<file path="src/core/sscs_pkg.sv">
// constants and types for the system clock source selector
package sscs_pkg;

    // ==========================================
    // register map, byte addresses
    localparam int ADDR_W = 5;
    localparam logic [ADDR_W-1:0] ADDR_CTRL = 5'h00;
    localparam logic [ADDR_W-1:0] ADDR_SLOW_SEL = 5'h04;
    localparam logic [ADDR_W-1:0] ADDR_STATUS = 5'h08;
    localparam logic [ADDR_W-1:0] ADDR_SLEEP_LEN = 5'h0c;
    localparam logic [ADDR_W-1:0] ADDR_CAL = 5'h10;
    localparam logic [1:0] RESP_OKAY = 2'h0;
    localparam logic [1:0] RESP_SLVERR = 2'h2;

    // ==========================================
    // field positions
    localparam int CTRL_MODE_LSB = 0;
    localparam int CTRL_SWITCH_BIT = 2;
    localparam int CTRL_DIV_LSB = 3;
    localparam int CTRL_SLEEP_BIT = 6;
    localparam int SLOW_SEL_LSB = 0;
    localparam int STAT_SRC_BIT = 0;
    localparam int STAT_XRDY_BIT = 1;
    localparam int STAT_SLOW_LSB = 2;
    localparam int STAT_LOCK_BIT = 4;
    localparam int STAT_RCRUN_BIT = 5;
    localparam int STAT_ASLEEP_BIT = 6;
    localparam int STAT_PEND_BIT = 7;

    // ==========================================
    // modes and encodings
    typedef enum logic [1:0] {SW_AUTO = 2'h0, SW_MANUAL = 2'h1, SW_STAY_RC = 2'h2} sscs_swmode_e;
    typedef enum logic [1:0] {SLOW_RC = 2'h0, SLOW_XTAL = 2'h1, SLOW_EXT = 2'h2} sscs_slow_e;
    typedef enum logic [2:0] {CPU_32 = 3'h0, CPU_16 = 3'h1, CPU_8 = 3'h2, CPU_4 = 3'h3, CPU_2 = 3'h4,
                              CPU_1 = 3'h5} sscs_cpudiv_e;

    // ==========================================
    // widths and reset values
    localparam int SLEEP_LEN_W = 16;
    localparam int CAL_W = 16;
    localparam int CAL_FRAC_BITS = 8;
    localparam int ACC_W = 25;
    localparam int CPU_CNT_W = 4;
    localparam logic [1:0] RST_MODE = SW_AUTO;
    localparam logic [2:0] RST_DIV = CPU_16;
    localparam logic [SLEEP_LEN_W-1:0] RST_SLEEP_LEN = 16'h0020;
    localparam logic [CAL_W-1:0] CAL_ONE = 16'h0100;

    // ==========================================
    // sampled pin indices
    localparam int PIN_XTAL = 0;
    localparam int PIN_FRC = 1;
    localparam int PIN_SRC = 2;
    localparam int PIN_SXT = 3;
    localparam int PIN_SEXT = 4;
    localparam int PIN_XRDY = 5;
    localparam int NPIN = 6;

    // ==========================================
    // timing
    localparam int CLK_PERIOD_PS = 4000;
    localparam int SLOW_RC_TIMEOUT_NS = 100000;
    localparam int SLOW_RC_TIMEOUT_CYC = (SLOW_RC_TIMEOUT_NS * 1000) / CLK_PERIOD_PS;
    localparam int RC_CNT_W = 16;

endpackage

</file>
<file path="src/core/sscs_clock_select.sv">
// system clock source selector with dividers, slow clock lock, sleep timer and register slave
// ==========================================
// Summary of operation
// - system clock enable halves the selected oscillator, crystal or fast RC
// - processor clock at 32..1 MHz selectable
// - fast RC may source system clock
// - wake from sleep on fast RC
// - auto mode moves to crystal when ready
// - manual mode waits for software request
// - stay-RC mode keeps RC until the mode changes
// - slow clock from RC, crystal or external
// - reset selects slow RC oscillator
// - other slow source locked until reset
// - slow clock times sleep length
// - calibration factor scales RC sleep timing
// - external slow clock from pin nine
module sscs_clock_select #(
    parameter int SLOW_RC_TIMEOUT_CYC = sscs_pkg::SLOW_RC_TIMEOUT_CYC
) (
    input wire logic aclk,
    input wire logic aresetn,
    input wire logic [sscs_pkg::ADDR_W-1:0] awaddr,
    input wire logic awvalid,
    output logic awready,
    input wire logic [31:0] wdata,
    input wire logic [3:0] wstrb,
    input wire logic wvalid,
    output logic wready,
    output logic [1:0] bresp,
    output logic bvalid,
    input wire logic bready,
    input wire logic [sscs_pkg::ADDR_W-1:0] araddr,
    input wire logic arvalid,
    output logic arready,
    output logic [31:0] rdata,
    output logic [1:0] rresp,
    output logic rvalid,
    input wire logic rready,
    input wire logic xtal_osc_clk,
    input wire logic fast_rc_clk,
    input wire logic slow_rc_clk,
    input wire logic slow_crystal_in,
    input wire logic gpio_pin_nine,
    input wire logic xtal_ready,
    output logic sys_clk_en,
    output logic cpu_clk_en,
    output logic slow_tick,
    output logic sys_src_xtal,
    output logic asleep,
    output logic wake_pulse
);

    // ==========================================
    // pin sampling
    logic [sscs_pkg::NPIN-1:0] pin_raw;
    logic [sscs_pkg::NPIN-1:0] s1_reg;
    logic [sscs_pkg::NPIN-1:0] s2_reg;
    logic [sscs_pkg::NPIN-1:0] s3_reg;
    logic [sscs_pkg::NPIN-1:0] filt_reg;
    logic [sscs_pkg::NPIN-1:0] filt_next;
    logic [sscs_pkg::NPIN-1:0] rise;

    assign pin_raw = {xtal_ready, gpio_pin_nine, slow_crystal_in, slow_rc_clk, fast_rc_clk, xtal_osc_clk};

    genvar gi;
    generate
        for (gi = 0; gi < sscs_pkg::NPIN; gi++)
        begin : g_sync
            always_comb
            begin
                filt_next[gi] = (s2_reg[gi] == s3_reg[gi]) ? s3_reg[gi] : filt_reg[gi];
                rise[gi] = filt_next[gi] & ~filt_reg[gi];
            end
            always_ff @(posedge aclk)
            begin
                if (!aresetn)
                begin
                    s1_reg[gi] <= 1'b0;
                    s2_reg[gi] <= 1'b0;
                    s3_reg[gi] <= 1'b0;
                    filt_reg[gi] <= 1'b0;
                end
                else
                begin
                    s1_reg[gi] <= pin_raw[gi];
                    s2_reg[gi] <= s1_reg[gi];
                    s3_reg[gi] <= s2_reg[gi];
                    filt_reg[gi] <= filt_next[gi];
                end
            end
        end
    endgenerate

    // ==========================================
    // register slave
    logic aw_have_reg, aw_have_next, w_have_reg, w_have_next;
    logic [sscs_pkg::ADDR_W-1:0] aw_addr_reg, aw_addr_next;
    logic [31:0] w_data_reg, w_data_next;
    logic [3:0] w_strb_reg, w_strb_next;
    logic bvalid_reg, bvalid_next, rvalid_reg, rvalid_next;
    logic [1:0] bresp_reg, bresp_next, rresp_reg, rresp_next;
    logic [31:0] rdata_reg, rdata_next;
    logic [1:0] mode_reg, mode_next;
    logic [2:0] div_reg, div_next;
    logic [sscs_pkg::SLEEP_LEN_W-1:0] sleep_len_reg, sleep_len_next;
    logic [sscs_pkg::CAL_W-1:0] cal_reg, cal_next;
    logic wr_fire, sw_req, sleep_go, slow_wr;
    logic [31:0] wmask, ctrl_view, status_view, merged;
    logic [sscs_pkg::ADDR_W-1:0] ar_word, aw_word;

    // core state declared here for the status view
    logic sys_src_reg, sys_src_next, phase_reg, phase_next, pend_reg, pend_next;
    logic asleep_reg, asleep_next, lock_reg, lock_next;
    logic [1:0] slow_src_reg, slow_src_next;
    logic [sscs_pkg::RC_CNT_W-1:0] rc_cnt_reg, rc_cnt_next;

    function automatic logic [31:0] strb_mask(input logic [3:0] s);
        logic [31:0] m;
        m = '0;
        for (int i = 0; i < 4; i++)
            m[i*8 +: 8] = {8{s[i]}};
        return m;
    endfunction

    assign awready = !aw_have_reg && !bvalid_reg;
    assign wready = !w_have_reg && !bvalid_reg;
    assign arready = !rvalid_reg;
    assign bvalid = bvalid_reg;
    assign bresp = bresp_reg;
    assign rvalid = rvalid_reg;
    assign rdata = rdata_reg;
    assign rresp = rresp_reg;

    always_comb
    begin
        ctrl_view = '0;
        ctrl_view[sscs_pkg::CTRL_MODE_LSB +: 2] = mode_reg;
        ctrl_view[sscs_pkg::CTRL_DIV_LSB +: 3] = div_reg;
        status_view = '0;
        status_view[sscs_pkg::STAT_SRC_BIT] = sys_src_reg;
        status_view[sscs_pkg::STAT_XRDY_BIT] = filt_reg[sscs_pkg::PIN_XRDY];
        status_view[sscs_pkg::STAT_SLOW_LSB +: 2] = slow_src_reg;
        status_view[sscs_pkg::STAT_LOCK_BIT] = lock_reg;
        status_view[sscs_pkg::STAT_RCRUN_BIT] = (32'(rc_cnt_reg) < SLOW_RC_TIMEOUT_CYC);
        status_view[sscs_pkg::STAT_ASLEEP_BIT] = asleep_reg;
        status_view[sscs_pkg::STAT_PEND_BIT] = pend_reg;
        aw_word = {aw_addr_reg[sscs_pkg::ADDR_W-1:2], 2'b00};
        ar_word = {araddr[sscs_pkg::ADDR_W-1:2], 2'b00};
        aw_have_next = aw_have_reg;
        aw_addr_next = aw_addr_reg;
        w_have_next = w_have_reg;
        w_data_next = w_data_reg;
        w_strb_next = w_strb_reg;
        bvalid_next = bvalid_reg;
        bresp_next = bresp_reg;
        rvalid_next = rvalid_reg;
        rdata_next = rdata_reg;
        rresp_next = rresp_reg;
        mode_next = mode_reg;
        div_next = div_reg;
        sleep_len_next = sleep_len_reg;
        cal_next = cal_reg;
        sw_req = 1'b0;
        sleep_go = 1'b0;
        slow_wr = 1'b0;
        wmask = strb_mask(w_strb_reg);
        merged = w_data_reg & wmask;
        wr_fire = aw_have_reg && w_have_reg && !bvalid_reg;
        if (awvalid && awready)
        begin
            aw_have_next = 1'b1;
            aw_addr_next = awaddr;
        end
        if (wvalid && wready)
        begin
            w_have_next = 1'b1;
            w_data_next = wdata;
            w_strb_next = wstrb;
        end
        if (bvalid_reg && bready)
            bvalid_next = 1'b0;
        if (wr_fire)
        begin
            aw_have_next = 1'b0;
            w_have_next = 1'b0;
            bvalid_next = 1'b1;
            bresp_next = sscs_pkg::RESP_OKAY;
            case (aw_word)
                sscs_pkg::ADDR_CTRL:
                begin
                    merged = (ctrl_view & ~wmask) | (w_data_reg & wmask);
                    mode_next = merged[sscs_pkg::CTRL_MODE_LSB +: 2];
                    if (merged[sscs_pkg::CTRL_DIV_LSB +: 3] <= sscs_pkg::CPU_1)
                        div_next = merged[sscs_pkg::CTRL_DIV_LSB +: 3];
                    sw_req = merged[sscs_pkg::CTRL_SWITCH_BIT];
                    sleep_go = merged[sscs_pkg::CTRL_SLEEP_BIT];
                end
                sscs_pkg::ADDR_SLOW_SEL:
                    slow_wr = w_strb_reg[0];
                sscs_pkg::ADDR_STATUS:
                    bresp_next = sscs_pkg::RESP_OKAY;
                sscs_pkg::ADDR_SLEEP_LEN:
                    sleep_len_next = sscs_pkg::SLEEP_LEN_W'((32'(sleep_len_reg) & ~wmask) | merged);
                sscs_pkg::ADDR_CAL:
                    cal_next = sscs_pkg::CAL_W'((32'(cal_reg) & ~wmask) | merged);
                default:
                    bresp_next = sscs_pkg::RESP_SLVERR;
            endcase
        end
        if (rvalid_reg && rready)
            rvalid_next = 1'b0;
        if (arvalid && arready)
        begin
            rvalid_next = 1'b1;
            rresp_next = sscs_pkg::RESP_OKAY;
            case (ar_word)
                sscs_pkg::ADDR_CTRL: rdata_next = ctrl_view;
                sscs_pkg::ADDR_SLOW_SEL: rdata_next = 32'(slow_src_reg);
                sscs_pkg::ADDR_STATUS: rdata_next = status_view;
                sscs_pkg::ADDR_SLEEP_LEN: rdata_next = 32'(sleep_len_reg);
                sscs_pkg::ADDR_CAL: rdata_next = 32'(cal_reg);
                default:
                begin
                    rdata_next = '0;
                    rresp_next = sscs_pkg::RESP_SLVERR;
                end
            endcase
        end
    end

    always_ff @(posedge aclk)
    begin
        if (!aresetn)
        begin
            aw_have_reg <= 1'b0;
            aw_addr_reg <= '0;
            w_have_reg <= 1'b0;
            w_data_reg <= '0;
            w_strb_reg <= '0;
            bvalid_reg <= 1'b0;
            bresp_reg <= sscs_pkg::RESP_OKAY;
            rvalid_reg <= 1'b0;
            rdata_reg <= '0;
            rresp_reg <= sscs_pkg::RESP_OKAY;
            mode_reg <= sscs_pkg::RST_MODE;
            div_reg <= sscs_pkg::RST_DIV;
            sleep_len_reg <= sscs_pkg::RST_SLEEP_LEN;
            cal_reg <= sscs_pkg::CAL_ONE;
        end
        else
        begin
            aw_have_reg <= aw_have_next;
            aw_addr_reg <= aw_addr_next;
            w_have_reg <= w_have_next;
            w_data_reg <= w_data_next;
            w_strb_reg <= w_strb_next;
            bvalid_reg <= bvalid_next;
            bresp_reg <= bresp_next;
            rvalid_reg <= rvalid_next;
            rdata_reg <= rdata_next;
            rresp_reg <= rresp_next;
            mode_reg <= mode_next;
            div_reg <= div_next;
            sleep_len_reg <= sleep_len_next;
            cal_reg <= cal_next;
        end
    end

    // ==========================================
    // clock generation, source switching, slow clock and sleep timer
    logic sys_en_reg, sys_en_next, cpu_en_reg, cpu_en_next, slow_tick_reg, slow_tick_next;
    logic wake_reg, wake_next, osc_edge, slow_edge, cpu_tick, xrdy;
    logic [2:0] div_act_reg, div_act_next;
    logic [sscs_pkg::CPU_CNT_W-1:0] cpu_cnt_reg, cpu_cnt_next, cpu_mask;
    logic [sscs_pkg::ACC_W-1:0] acc_reg, acc_next, acc_sum, acc_target;
    logic [sscs_pkg::CAL_W-1:0] step;

    always_comb
    begin
        xrdy = filt_reg[sscs_pkg::PIN_XRDY];
        osc_edge = !asleep_reg && (sys_src_reg ? rise[sscs_pkg::PIN_XTAL] : rise[sscs_pkg::PIN_FRC]);
        sys_src_next = sys_src_reg;
        phase_next = phase_reg;
        pend_next = pend_reg;
        asleep_next = asleep_reg;
        sys_en_next = 1'b0;
        wake_next = 1'b0;
        acc_next = acc_reg;
        if (osc_edge)
        begin
            phase_next = ~phase_reg;
            sys_en_next = phase_reg;
        end
        if (mode_reg == sscs_pkg::SW_MANUAL && sw_req)
            pend_next = 1'b1;
        if (mode_reg == sscs_pkg::SW_AUTO && !sys_src_reg && xrdy && !asleep_reg)
            pend_next = 1'b1;
        if (mode_reg != sscs_pkg::SW_AUTO && mode_reg != sscs_pkg::SW_MANUAL)
            pend_next = 1'b0;
        // switch only at a whole period
        if (pend_reg && !sys_src_reg && xrdy && !phase_reg && !osc_edge && !asleep_reg && !sys_en_reg)
        begin
            sys_src_next = 1'b1;
            pend_next = 1'b0;
        end
        case (slow_src_reg)
            sscs_pkg::SLOW_XTAL: slow_edge = rise[sscs_pkg::PIN_SXT];
            sscs_pkg::SLOW_EXT: slow_edge = rise[sscs_pkg::PIN_SEXT];
            default: slow_edge = rise[sscs_pkg::PIN_SRC];
        endcase
        slow_tick_next = slow_edge;
        slow_src_next = slow_src_reg;
        lock_next = lock_reg;
        if (slow_wr && !lock_reg && (w_data_reg[sscs_pkg::SLOW_SEL_LSB +: 2] == sscs_pkg::SLOW_XTAL ||
                                     w_data_reg[sscs_pkg::SLOW_SEL_LSB +: 2] == sscs_pkg::SLOW_EXT))
        begin
            slow_src_next = w_data_reg[sscs_pkg::SLOW_SEL_LSB +: 2];
            lock_next = 1'b1;
        end
        rc_cnt_next = rc_cnt_reg;
        if (rise[sscs_pkg::PIN_SRC])
            rc_cnt_next = '0;
        else if (32'(rc_cnt_reg) < SLOW_RC_TIMEOUT_CYC)
            rc_cnt_next = rc_cnt_reg + 1'b1;
        step = (slow_src_reg == sscs_pkg::SLOW_RC) ? cal_reg : sscs_pkg::CAL_ONE;
        acc_sum = acc_reg + sscs_pkg::ACC_W'(step);
        acc_target = sscs_pkg::ACC_W'(sleep_len_reg) << sscs_pkg::CAL_FRAC_BITS;
        if (sleep_go && !asleep_reg)
        begin
            asleep_next = 1'b1;
            acc_next = '0;
            sys_en_next = 1'b0;
            phase_next = 1'b0;
            pend_next = 1'b0;
        end
        else if (asleep_reg && slow_edge)
        begin
            acc_next = acc_sum;
            if (acc_sum >= acc_target)
            begin
                asleep_next = 1'b0;
                wake_next = 1'b1;
                sys_src_next = 1'b0;
                acc_next = '0;
            end
        end
        cpu_mask = sscs_pkg::CPU_CNT_W'((5'h01 << div_act_reg) >> 1) - 1'b1;
        if (div_act_reg == sscs_pkg::CPU_32)
            cpu_tick = osc_edge;
        else
            cpu_tick = sys_en_next && ((cpu_cnt_reg & cpu_mask) == cpu_mask);
        cpu_cnt_next = sys_en_next ? cpu_cnt_reg + 1'b1 : cpu_cnt_reg;
        div_act_next = div_act_reg;
        if (cpu_tick)
        begin
            cpu_cnt_next = '0;
            if (div_act_reg != sscs_pkg::CPU_32 || sys_en_next)
                div_act_next = div_reg;
        end
        cpu_en_next = cpu_tick && !sleep_go;
    end

    always_ff @(posedge aclk)
    begin
        if (!aresetn)
        begin
            sys_src_reg <= 1'b0;
            phase_reg <= 1'b0;
            pend_reg <= 1'b0;
            asleep_reg <= 1'b0;
            sys_en_reg <= 1'b0;
            cpu_en_reg <= 1'b0;
            cpu_cnt_reg <= '0;
            div_act_reg <= sscs_pkg::RST_DIV;
            slow_src_reg <= sscs_pkg::SLOW_RC;
            lock_reg <= 1'b0;
            slow_tick_reg <= 1'b0;
            rc_cnt_reg <= '0;
            acc_reg <= '0;
            wake_reg <= 1'b0;
        end
        else
        begin
            sys_src_reg <= sys_src_next;
            phase_reg <= phase_next;
            pend_reg <= pend_next;
            asleep_reg <= asleep_next;
            sys_en_reg <= sys_en_next;
            cpu_en_reg <= cpu_en_next;
            cpu_cnt_reg <= cpu_cnt_next;
            div_act_reg <= div_act_next;
            slow_src_reg <= slow_src_next;
            lock_reg <= lock_next;
            slow_tick_reg <= slow_tick_next;
            rc_cnt_reg <= rc_cnt_next;
            acc_reg <= acc_next;
            wake_reg <= wake_next;
        end
    end

    assign sys_clk_en = sys_en_reg;
    assign cpu_clk_en = cpu_en_reg;
    assign slow_tick = slow_tick_reg;
    assign sys_src_xtal = sys_src_reg;
    assign asleep = asleep_reg;
    assign wake_pulse = wake_reg;
endmodule

</file>
<file path="config.mk">
export PLATFORM = sky130hd
export DESIGN_NAME = sscs_clock_select
export DESIGN_NICKNAME = d
export VERILOG_FILES = /design/src/core/sscs_pkg.sv /design/src/core/sscs_clock_select.sv
export SDC_FILE = /design/constraint.sdc
export NUM_CORES = 1
export LEC_CHECK = 0
export BUFFER_PORTS_ARGS = -buffer_cell sky130_fd_sc_hd__buf_2
export CORE_MARGIN = 2
export CORE_UTILIZATION = 52
export CTS_CLUSTER_DIAMETER = 120
export DETAILED_ROUTE_END_ITERATION = 10
export PLACE_DENSITY = 0.81
export SLEW_MARGIN = 0
export SYNTH_ARGS = -nofsm -noshare
export SYNTH_HDL_FRONTEND = slang
export SYNTH_SLANG_ARGS = --single-unit
export TNS_END_PERCENT = 50
</file>
<file path="constraint.sdc">
create_clock -name aclk -period 4.7 [get_ports aclk]
set_clock_uncertainty 0.2 [all_clocks]
set_input_delay 0.47 -clock aclk [delete_from_list [all_inputs] [get_ports aclk]]
set_output_delay 0.47 -clock aclk [all_outputs]
set_load 0.02 [all_outputs]
</file>
Word level (Yosys, flattened, before mapping)
Index checks and enable logic that the tools add are counted.
{"block": "op_classes", "n_addsub": 4, "multipliers": 0, "n_div": 0, "magnitude_cmp": 3, "n_eq_ne": 21, "n_shift": 1, "muxes": 35, "n_bitwise": 22, "n_reduce_logical": 66}
{"cell": "$pmux W16 S5", "n": 1}
{"cell": "$and A16 B16 Y16", "n": 3}
{"cell": "$or A16 B16 Y16", "n": 2}
{"cell": "$mux W1", "n": 29}
{"cell": "$logic_and A1 B1 Y1", "n": 27}
{"cell": "$add A25 B16 Y25", "n": 1}
{"cell": "$ge A25 B24 Y1", "n": 1}
{"cell": "$mux W25", "n": 1}
{"cell": "$add A16 B1 Y16 const B", "n": 1}
{"cell": "$lt A16 B15 Y1 const B", "n": 1}
{"cell": "$mux W16", "n": 1}
{"cell": "$not A16 Y16", "n": 1}
{"cell": "$eq A3 B2 Y1 const B", "n": 4}
{"cell": "$reduce_bool A2 Y1", "n": 6}
{"cell": "$logic_not A1 Y1", "n": 11}
{"cell": "$reduce_and A2 Y1", "n": 5}
{"cell": "$reduce_or A5 Y1", "n": 2}
{"cell": "$logic_not A3 Y1", "n": 3}
{"cell": "$not A1 Y1", "n": 8}
{"cell": "$reduce_or A2 Y1", "n": 4}
{"cell": "$and A6 B7 Y7", "n": 1}
{"cell": "$or A7 B7 Y7", "n": 1}
{"cell": "$eq A1 B1 Y1", "n": 6}
{"cell": "$eq A2 B1 Y1 const B", "n": 3}
{"cell": "19 further kinds", "n": 29}
{"block": "word_totals", "reg_bits": 183, "latch_bits": 0, "mem_bits_rw": 0, "rom_bits": 0, "inputBits": 59, "out_inout_bits": 47, "word_cells": 204, "memories": 0}

Longest topological paths before layout
Gate-level depths: netlist of run 1.
{"block": "depth", "ltp_word": 13, "mapped_depth": 23, "mapped_depth_nobuf": 21}

Worst setup path after synthesis of run 1
OpenSTA, ideal clock, no wires.
{"block": "synth_path", "kind": "reg-to-reg", "from": "register slow_src_reg[0]", "to": "register acc_reg[22] in the netlist's numbering", "arrival_ns": 4.405, "required_time_ns": 4.436, "setup_slack_ns": 0.031, "stages_incl_launch_ff": 24, "synth_period_minus_slack_ns": 4.669, "path_cell_list": "dfxtp_1 inv_1 ha_1 clkbuf_1 and2_1 ha_1 fa_1 a211oi_2 o31ai_4 o21bai_2 o31ai_4 a21oi_2 or3_1 xnor2_1 ha_1 a21o_1 a21oi_1 o311ai_1 a21oi_1 nand4_1 nor3b_2 buf_4 a21oi_1 nor2_1"}
{"block": "synth_between", "elab_chain_cells": 5}
{"element": "start, declared", "line_no": "sscs_clock_select.sv:114", "rtl": "logic [1:0] slow_src_reg, slow_src_next;"}
{"element": "start signal, assigned", "line_no": "sscs_clock_select.sv:375", "rtl": "slow_src_reg <= sscs_pkg::SLOW_RC;"}
{"element": "start signal, assigned", "line_no": "sscs_clock_select.sv:392", "rtl": "slow_src_reg <= slow_src_next;"}
{"element": "$logic_not A2 Y1", "line_no": "sscs_clock_select.sv:325", "rtl": "step = (slow_src_reg == sscs_pkg::SLOW_RC) ? cal_reg : sscs_pkg::CAL_ONE;"}
{"element": "$mux W16", "line_no": "sscs_clock_select.sv:325"}
{"element": "$add A25 B16 Y25", "line_no": "sscs_clock_select.sv:326", "rtl": "acc_sum = acc_reg + sscs_pkg::ACC_W'(step);"}
{"element": "$ge A25 B24 Y1", "line_no": "sscs_clock_select.sv:339", "rtl": "if (acc_sum >= acc_target)"}
{"element": "$mux W25", "line_no": "sscs_clock_select.sv:339"}
{"element": "end signal, assigned", "line_no": "sscs_clock_select.sv:396", "rtl": "acc_reg <= acc_next;"}
{"element": "end, declared", "line_no": "sscs_clock_select.sv:275", "rtl": "logic [sscs_pkg::ACC_W-1:0] acc_reg, acc_next, acc_sum, acc_target;"}
Several ways; a longest one is shown, not always the timed one.
A chain may end at the register's enable or synchronous reset.

Worst setup path after layout of run 1
{"block": "layout_path", "from": "register slow_src_reg[1]", "to": "register acc_reg[21] in the netlist's numbering"}
The elaborated chain is that of the path after synthesis.

==> impl_metrics.json, run 1 <==
{
  "synth_edf_count": 0,
  "core_mm2": 0.0152,
  "viasPerCell": 5.75,
  "rr_endpoint": "acc_reg[21]",
  "timing.final.crit_period_ns": 4.94,
  "antenna_found_initial": 0,
  "io_buffers": 65,
  "final_layout_size_suffix_gt1_share_pct": 21.7,
  "io_pins": 106,
  "synthFlopType": "dfxtp_1",
  "synth_cells": 889,
  "rsz0062_at_grt": "yes",
  "slew_viol_final": 0,
  "start_util_pct": 53.3,
  "nNetsFinal": 1103,
  "ys_ff_latch": 163,
  "finalSetupViolCount": 25,
  "violations": "negative setup slack",
  "switching_share_pct": 26.3,
  "finalCritPeriodShare_pct": 105,
  "syn_area_mm2": 0.00811,
  "grt_start_max_net_pins": 64,
  "rows": 45,
  "p_switching_mw": 0.777,
  "hold_slack_ns": 0.0314,
  "layout.cells.non_filler": 1206,
  "syn_area_per_cell_um2": 9.12,
  "async_flop_share_pct": 0,
  "comb_power_share_pct": 6.2,
  "p_leak_nw": 4.24,
  "clkPwrFrac_pct": 44.9,
  "required_ns": 4.85,
  "setup_slack_ns": -0.236,
  "cts_sinks": 163,
  "tritoncts": "built",
  "ctsHoldBuffers": 0,
  "internal-power_mw": 2.18,
  "dp_hpwl_um": 14300,
  "fillers": 1184,
  "drv_cap": 0,
  "drt_iter0_markers": 604,
  "path_max_fanout": 5,
  "ys_seq_area_share_pct": 40.2,
  "dieArea_mm2": 0.0166,
  "seq_power_share_pct": 48.9,
  "fin_util_pct": 64.3,
  "hold_viol_final": 0,
  "peakVddDrop_mv": 0.259,
  "routed_wirelength_um": 20600,
  "worstReg2RegStart": "slow_src_reg[1]",
  "cts_root_buf": "clkbuf_16",
  "endpoint_kind": "flop",
  "layout_commonest_cell": "dfxtp_1",
  "relSlewSlack_pct": 52.8,
  "die_h_um": 129,
  "r2r_slack_ns": -0.24,
  "place.gp.congestion": 0.913,
  "cts_buffers": 17,
  "yosysWarnings": 0,
  "grt_pass1_vias": 6363,
  "ff2ff_path_depth": 23,
  "drc": 0,
  "hold_path_end": "s1_reg[2]",
  "cts_buffer_depth": 2,
  "status": "finished with violations",
  "postRouteAntennaNets": 0,
  "synth_cell_types": 74,
  "worst_pin_slew_ns": 0.705,
  "gr-total-overflow": 0,
  "arrival_ns": 5.09,
  "diodes": 0,
  "final_cell_mix": "161 x dfxtp_1, 96 x nand2_1, 67 x buf_4",
  "area_delta_synth_final_pct": 20.6,
  "hold_start": "slow_rc_clk",
  "grt_pass1_wl_um": 31800,
  "clock_latency_ns": 0.44,
  "worstHoldPathType": "in -> reg",
  "critPathLaunchType": "flop",
  "dp.cells": 1163,
  "whs_path_depth": 2,
  "path_clk_slew_ns": 0.07,
  "critPathKind": "reg -> reg",
  "fmax_mhz": 203,
  "die_w_um": 129,
  "p_per_area_mw_per_mm2": 303,
  "first_pass_iters": 5,
  "vias": 6930,
  "cts_max_level": 4,
  "grt_usage_pct": 24.2,
  "wl_per_cell_um": 17.1
}
==> synth_stat cells, types with 5 or more instances <==
cell type	instances	area share, %
dfxtp_1	163	40
nand2_1	97	4.5
nor2_1	64	3.0
mux2i_1	50	6.2
nor2b_1	44	3.4
and2_1	40	3.1
ha_1	38	5.9
a21oi_1	31	1.9
clkbuf_1	29	1.3
a21boi_0	27	2.5
inv_1	25	1.2
nand3_1	24	1.5
xor2_1	23	2.5
buf_4	19	1.8
o21ai_0	19	1.2
a22o_1	17	1.8
xnor2_1	16	1.7
nor3b_1	13	1.2
a221oi_1	10	1.1
and3_1	10	0.77
a21o_1	8	0.74
nand4_1	8	0.62
nor3_1	8	0.49
o21ai_1	7	0.43
nand2b_1	6	0.46
nor4_1	5	0.39
o211ai_1	5	0.46
==> power by group through the flow <==
stage / Sequential [mW] / Combinational, mW / Clock (mW)
after floorplan: 1.48 / 0.132 / 0
after global placement: 1.48 / 0.178 / 0
after detailed placement: 1.48 / 0.181 / 0
after CTS: 1.45 / 0.182 / 1.34
after global routing: 1.45 / 0.202 / 1.40
final: 1.45 / 0.183 / 1.33
==> worst max-delay path, stage by stage (launching register included) <==
cell and delay (ns):
dfxtp_2 0.33, inv_2 0.05, ha_4 0.17, buf_4 0.15, and2_1 0.16, ha_1 0.33, nand2_1 0.10, o31ai_4 0.28
o21bai_4 0.14, o31ai_4 0.23, a21oi_2 0.11, buf_4 0.15, or3_1 0.41, xnor2_1 0.20, ha_1 0.29, a21o_1 0.17
a21oi_1 0.18, o311ai_1 0.21, a21oi_2 0.22, nand4_1 0.16, nor3b_4 0.29, buf_6 0.14, o211ai_1 0.10, o31ai_2 0.07
==> per-layer routing <==
| layer | global-route usage (%) | vias to the layer above | share of wire [%] |
|---|---|---|---|
| met5 | 0 | - | 0 |
| met4 | 8.50 | 0 | 2.9 |
| met3 | 3.87 | 55 | 4.9 |
| met2 | 39.8 | 222 | 48 |
| met1 | 32.4 | 3335 | 45 |
| li1 | - | 3318 | - |
==> cell type report <==
type,instances,area [µm²],share of cell area [%]
inverter,25,93.8,0.960
clock inverter,15,141,1.45
sequential,163,3270,33.4
multi-input combinational,665,4780,48.9
timing repair buffer,133,840,8.58
tap,188,235,2.41
clock buffer,17,425,4.35
==> worst max path at each step <==
stage,endpoint,startpoint,cells past startpoint
after floorplan,acc_reg[22],slow_src_reg[0],23
after global placement,acc_reg[22],slow_src_reg[0],21
after detailed placement,acc_reg[22],slow_src_reg[0],21
after CTS,acc_reg[12],slow_src_reg[0],22
after global routing,acc_reg[21],slow_src_reg[1],23
final,acc_reg[21],slow_src_reg[1],23
==> kinds of logic after synthesis <==
kind of cell    Yosys count  synth area share, %
flops                   163                 40.2
compound gates          171                 15.6
simple gates            345                 22.3
mux                      53                 6.87
buf+inv                  78                 4.61
other cells               1               0.0463
fa+ha+maj                39                 6.11
xor+xnor                 39                 4.21
==> through the flow <==
stage | cell area [µm²] | TNS [ns] | setup slack, ns | total power, mW
2_1_floorplan | 8170 | 0 | 0.0306 | 1.61
4_1_cts | 9580 | -0.194 | -0.0360 | 2.97
3_5_place_dp | 8880 | -11.30 | -0.600 | 1.66
5_1_grt | 9780 | -7.93 | -0.376 | 3.05
3_3_place_gp | 8880 | -7.16 | -0.434 | 1.66
6_report | 9780 | -4.77 | -0.236 | 2.96
==> timing repair <==
item | in CTS | in global routing
setup buffers | 6 | 5
pin swaps | 12 | 28
gates resized for setup | 17 | 33
setup endpoints to repair | 27 | 27
gates cloned | 0 | 0
hold endpoints to repair | 0 | 0
Note: power is estimated with default switching activity, not from simulation.
==> run 2, diff against run 1 <==
--- a/config.mk
+++ b/config.mk
@@ -7,10 +7,11 @@
 export LEC_CHECK = 0
 export BUFFER_PORTS_ARGS = -buffer_cell sky130_fd_sc_hd__buf_2
 export CORE_MARGIN = 2
-export CORE_UTILIZATION = 52
+export CORE_UTILIZATION = 54
+export CTS_BUF_LIST = sky130_fd_sc_hd__clkbuf_4 sky130_fd_sc_hd__clkbuf_8
 export CTS_CLUSTER_DIAMETER = 120
 export DETAILED_ROUTE_END_ITERATION = 10
-export PLACE_DENSITY = 0.81
+export PLACE_DENSITY = 0.83
 export SLEW_MARGIN = 0
 export SYNTH_ARGS = -nofsm -noshare
 export SYNTH_HDL_FRONTEND = slang
==> constraint.sdc (replaced) <==
create_clock -name aclk -period 4.7 [get_ports aclk]
set_clock_uncertainty 0.2 [all_clocks]
set_input_delay 0.705 -clock aclk [delete_from_list [all_inputs] [get_ports aclk]]
set_output_delay 0.705 -clock aclk [all_outputs]
set_load 0.02 [all_outputs]
==> run 2 against run 1 <==
Against the previous run: the run still ends with negative setup slack left; clock-buffer cell count grew 3; sequential power barely moved; sequential share of layout area grew 0.41 points; core utilization increased by 1.9 points; die area shrank 3.6%; design area fell by 1.2%; global-route usage rose by 0.57 points; routed wire length fell by 1.8%; register-to-register slack gained 0.20 ns; via count is 0.20% higher; critical endpoint is now acc_reg[13]; highest routed layer unchanged.
==> impl_metrics.json, run 2 (synthesis results as in run 1) <==
{
  "wl_per_cell_um": 16.8,
  "die_h_um": 127,
  "stdcell_area_mm2": 0.00966,
  "p_per_area_mw_per_mm2": 278,
  "required_ns": 4.91,
  "peakVddDrop_mv": 0.259,
  "comb_power_share_pct": 6.8,
  "timing.final.crit_period_ns": 4.74,
  "routed_wirelength_um": 20300,
  "worstSetupStartpoint": "slow_src_reg[1]",
  "path_clk_slew_ns": 0.09,
  "fin_util_pct": 66.2,
  "cts_sinks": 163,
  "cts_root_buf": "clkbuf_8",
  "clock_latency_ns": 0.47,
  "final_cell_mix": "161 x dfxtp_1, 96 x nand2_1, 69 x buf_4",
  "drv_cap": 0,
  "fmax_mhz": 211,
  "first_pass_iters": 5,
  "p_leak_nw": 4.20,
  "ctsHoldBuffers": 0,
  "worstReg2RegStart": "slow_src_reg[1]",
  "postPlaceCellArea_mm2": 0.00887,
  "crit_path_max_incr_delay_ns": 0.41,
  "rsz0062_at_grt": "yes",
  "slowest_stage": "or3_4",
  "crit_chain": "inv_2 > ha_4 > and2_1 > ha_2 > buf_4 > nor2_1 > o31ai_4 > o21bai_4 > o31ai_4 > a21oi_2 > or3_4 > xnor2_2 > ha_1 > a21o_1 > a21oi_1 > o311ai_1 > a21oi_1 > nand4_1 > nor3b_4 > buf_4 > a22o_1",
  "io_pins": 106,
  "fillers": 1071,
  "layout.cells.non_filler": 1206,
  "violations": "negative setup slack",
  "cts_max_level": 4,
  "grt_start_max_net_pins": 104,
  "rr_endpoint": "acc_reg[13]",
  "status": "finished with violations",
  "critPathLaunchType": "flop",
  "diodes": 0,
  "nNetsFinal": 1107,
  "path_delay_family": "compound AO/OA/AOI/OAI gates",
  "grt_pass1_wl_um": 32100,
  "r2r_slack_ns": -0.04,
  "dieArea_mm2": 0.0160,
  "layout_commonest_cell": "dfxtp_1",
  "cp-endpoint": "acc_reg[13]",
  "clkPwrFrac_pct": 39.3,
  "endpoint_kind": "flop",
  "p_switching_mw": 0.694,
  "vias": 6944,
  "antenna_found_initial": 0,
  "tritoncts": "built",
  "start_util_pct": 55.6,
  "place.gp.congestion": 0.911,
  "worst_pin_slew_ns": 0.796,
  "io_buffers": 65,
  "critPathKind": "reg -> reg",
  "grt_pass1_vias": 6631,
  "seq_power_share_pct": 53.9,
  "crit_cells": 21,
  "path_max_fanout": 8,
  "arrival_ns": 4.95,
  "die_w_um": 127,
  "switching_share_pct": 25.9,
  "dp_hpwl_um": 13900,
  "cts_buffer_depth": 2,
  "viasPerCell": 5.76,
  "postRouteAntennaNets": 0,
  "finalSetupViolCount": 6,
  "hold_viol_final": 0,
  "relSlewSlack_pct": 46.7,
  "final_layout_size_suffix_gt1_share_pct": 22.1,
  "setup_slack_ns": -0.0390,
  "cts_buffers": 17,
  "path_buf_inv": 3,
  "ff2ff_path_depth": 21,
  "rows": 44,
  "gr-total-overflow": 0,
  "finalCritPeriodShare_pct": 101,
  "drc": 0,
  "slew_viol_final": 0,
  "grt_usage_pct": 24.8,
  "drt_iter0_markers": 612,
  "area_delta_synth_final_pct": 19.2,
  "internal-power_mw": 1.99,
  "worstHoldPathType": "in -> reg",
  "core_mm2": 0.0146,
  "dp.cells": 1158
}
run 2: cell types whose count changed in the layout (fill, tap and decap cells not counted), sizes merged:
cell	change
inv	-5
buf	+4
clkbuf	+3
bufinv	+2
clkinv	-2
clkinvlp	+2
run 2: metrics by stage:
step	hold slack (ns)	worst slack, ns	setup TNS, ns	total power [mW]
after floorplan	0.212	0.0306	0	1.61
after global placement	0.213	-0.469	-6.91	1.65
after detailed placement	0.219	-0.660	-10.90	1.66
after CTS	0.224	0.00998	0	2.69
after global routing	0.224	-0.281	-5.22	2.77
final	0.234	-0.0390	-0.121	2.68
run 2: layout make-up:
| cell class | count | area, µm² | area share, % |
|---|---|---|---|
| Multi-Input combinational cell | 665 | 4780 | 49.5 |
| Sequential cell | 163 | 3270 | 33.8 |
| Timing Repair Buffer | 137 | 877 | 9.08 |
| Clock buffer | 20 | 263 | 2.72 |
| Tap cell | 184 | 230 | 2.38 |
| Clock inverter | 12 | 146 | 1.52 |
| Inverter | 25 | 93.8 | 0.971 |
run 2: how the worst min path moves through the flow:
stage	depth (start not counted)	to	startpoint	slack [ns]
floorplan	1	s2_reg[0]	s1_reg[0]	0.21
global placement	1	s2_reg[1]	s1_reg[1]	0.21
detailed placement	1	s2_reg[5]	s1_reg[5]	0.22
CTS	2	s1_reg[5]	xtal_ready	0.22
global route	2	s1_reg[1]	fast_rc_clk	0.22
finish	2	s1_reg[5]	xtal_ready	0.23
run 2: worst reg2reg max path: cells and delay by family, from the launching register on:
family | cells | cell delay (ns)
adder cells (fa/ha/maj) | 3 | 0.77
buffers and inverters | 3 | 0.43
AND/OR/NAND/NOR | 5 | 1.18
XOR/XNOR | 1 | 0.14
AO/OA/AOI/OAI | 9 | 1.64
flip-flops | 1 | 0.33
run 2: what timing repair did:
action / in CTS / in global routing
buffers inserted: 9 / 7
pin swaps: 17 / 25
gates cloned: 0 / 0
gates resized for setup: 21 / 29
endpoints found under the setup margin: 27 / 27
run 2: power by group through the flow:
| stage | clock, mW | combinational, mW | sequential, mW |
|---|---|---|---|
| finish | 1.05 | 0.183 | 1.45 |
| global route | 1.12 | 0.201 | 1.45 |
| CTS | 1.06 | 0.182 | 1.45 |
| detailed placement | 0 | 0.181 | 1.48 |
| global placement | 0 | 0.177 | 1.48 |
| floorplan | 0 | 0.132 | 1.48 |
run 2: per-layer routing:
| layer | vias up | share of wire [%] | GRT usage, % | wire [µm] |
|---|---|---|---|---|
| li1 | 3324 | - | - | - |
| met1 | 3314 | 44 | 32.2 | 8840 |
| met2 | 243 | 47 | 40.6 | 9590 |
| met3 | 63 | 5.9 | 4.89 | 1200 |
| met4 | 0 | 3.2 | 9.95 | 641 |
| met5 | - | 0 | 0 | 0 |
==> run 3, diff against run 2 <==
--- a/config.mk
+++ b/config.mk
@@ -5,13 +5,13 @@
 export SDC_FILE = /design/constraint.sdc
 export NUM_CORES = 1
 export LEC_CHECK = 0
-export BUFFER_PORTS_ARGS = -buffer_cell sky130_fd_sc_hd__buf_2
 export CORE_MARGIN = 2
-export CORE_UTILIZATION = 54
+export CORE_UTILIZATION = 25
 export CTS_BUF_LIST = sky130_fd_sc_hd__clkbuf_4 sky130_fd_sc_hd__clkbuf_8
 export CTS_CLUSTER_DIAMETER = 120
 export DETAILED_ROUTE_END_ITERATION = 10
-export PLACE_DENSITY = 0.83
+export DONT_BUFFER_PORTS = 1
+export PLACE_DENSITY = 0.45
 export SLEW_MARGIN = 0
 export SYNTH_ARGS = -nofsm -noshare
 export SYNTH_HDL_FRONTEND = slang
==> run 3 against run 2 <==
Against the previous run: sequential power barely moved; register-to-register slack got worse by 0.05 ns; via count fell by 9.3%; worst hold slack got worse by 0.085 ns; the run still ends with negative setup slack left; cell count is 13% higher; maximum frequency down 1.1%; clock-buffer cell count decreased by 1; highest routed layer unchanged; flip-flop and latch count unchanged; clock power down 4%; power decreased by 3.1%; die area up 110%; routed wire length up 5.0%; critical path type unchanged.
==> impl_metrics.json, run 3 (synthesis results as in run 1) <==
{
  "worstHoldPathType": "in -> reg",
  "final_layout_size_suffix_gt1_share_pct": 17.9,
  "endpoint_kind": "flop",
  "cts_buffer_depth": 2,
  "cts_sinks": 163,
  "grt_usage_pct": 12.8,
  "area_delta_synth_final_pct": 19.1,
  "die_h_um": 184,
  "gr-total-overflow": 0,
  "first_pass_iters": 5,
  "fmax_mhz": 209,
  "layout_commonest_cell": "dfxtp_1",
  "rows": 65,
  "multi_input_area_mm2": 0.00481,
  "drt_iter0_markers": 228,
  "io_buffers": 0,
  "p_per_area_mw_per_mm2": 269,
  "io_pins": 106,
  "finalSetupViolCount": 14,
  "setup_slack_ns": -0.0918,
  "relSlewSlack_pct": 22.2,
  "timing.final.crit_period_ns": 4.79,
  "die_w_um": 184,
  "diodes": 0,
  "tritoncts": "built",
  "peakVddDrop_mv": 0.151,
  "place.gp.congestion": 0.789,
  "antenna_found_initial": 0,
  "vias": 6295,
  "wl_per_cell_um": 15.6,
  "violations": "negative setup slack",
  "cts_max_level": 4,
  "grt_pass1_wl_um": 33600,
  "critPathKind": "reg -> reg",
  "grt_start_max_net_pins": 121,
  "finalCritPeriodShare_pct": 102,
  "path_max_fanout": 5,
  "hold_slack_ns": 0.149,
  "dp_hpwl_um": 15400,
  "viasPerCell": 4.62,
  "dpl_worst_slack_ns": -0.563,
  "p_leak_nw": 3.93,
  "path_clk_slew_ns": 0.10,
  "drv_cap": 0,
  "critPathLaunchType": "flop",
  "start_util_pct": 25.6,
  "seqCellArea_mm2": 0.00327,
  "cts_buffers": 17,
  "dieArea_mm2": 0.0339,
  "final_cell_mix": "161 x dfxtp_1, 96 x nand2_1, 68 x buf_4",
  "required_ns": 4.87,
  "power_mw": 2.60,
  "status": "finished with violations",
  "grt_pass1_vias": 6179,
  "drc": 0,
  "arrival_ns": 4.96,
  "ctsHoldBuffers": 0,
  "routed_wirelength_um": 21300,
  "slew_viol_final": 0,
  "fillers": 3396,
  "core_mm2": 0.0317,
  "postRouteAntennaNets": 0,
  "rsz0062_at_grt": "yes",
  "clock_latency_ns": 0.47,
  "hold_viol_final": 0,
  "worst_pin_slew_ns": 1.16,
  "cts_root_buf": "clkbuf_8",
  "nNetsFinal": 1045
}
[run 3: changes by cell type in the layout (fill, tap and decap cells not counted), sizes merged]
cell,change
buf,-63
bufinv,-1
clkinvlp,-1
clkinv,+4
inv,-1
[run 3: worst max-delay path, stage by stage (launching register included)]
cell	delay (ns)
dfxtp_2	0.34
inv_2	0.05
ha_4	0.18
buf_6	0.12
and2_4	0.15
ha_4	0.26
buf_4	0.11
a211oi_4	0.06
o31ai_4	0.31
o21bai_4	0.11
o31ai_4	0.23
a21oi_2	0.11
buf_4	0.15
nor3b_2	0.21
xor2_1	0.27
ha_1	0.20
nand4_1	0.19
nor3_4	0.30
nand3_2	0.10
nor2_1	0.11
nand4b_1	0.12
buf_6	0.16
nor3b_4	0.15
buf_6	0.14
clkbuf_16	0.15
a22o_1	0.17
[run 3: final cells by class]
type                            instances  share of cell area [%]
Clock buffer                           19                    2.58
Multi-Input combinational cell        665                    49.8
Timing Repair Buffer                   75                    6.33
Clock inverter                         13                    1.35
Inverter                               25                   0.972
Sequential cell                       163                    33.8
Tap cell                              402                    5.21
[run 3: path summary, 6_finish.rpt]
path	start	end	slack, ns	depth (start not counted)
setup / recovery	slow_src_reg[0]	acc_reg[13]	-0.09	25
hold / removal	aresetn	bresp[1]	0.15	1
setup reg to reg	slow_src_reg[0]	acc_reg[13]	-0.09	25
hold reg to reg	s1_reg[2]	s2_reg[2]	0.24	1
[run 3: metrics by stage]
step           util [%]  instance area (µm²)  setup TNS, ns  instances
6_report           30.5                 9660         -0.960       1362
5_1_grt            30.5                 9660          -5.08       1362
4_1_cts            29.9                 9480              0       1353
3_5_place_dp       27.9                 8850         -14.07       1314
3_3_place_gp       27.9                 8850         -13.33       1314
2_1_floorplan         -                 8170              0        906
[run 3: routing by layer]
metal | track usage, % | up-vias | routed length [µm]
li1 | - | 3202 | -
met2 | 21.5 | 99 | 10200
met3 | 2.54 | 16 | 732
met4 | 3.39 | 0 | 211
met5 | 0 | - | 0
met1 | 16.6 | 2978 | 10100
[run 3: power breakdown]
group          internal (mW)  switching [mW]  total, mW
sequential              1.41          0.0476       1.46
combinational         0.0486          0.0806      0.129
clock                  0.440           0.570       1.01
[run 3: what timing repair did]
action	4_1_cts	5_1_grt
pin swaps	24	24
resized for setup	39	19
setup endpoints to repair	27	27
cloned	0	1
buffers inserted	7	8
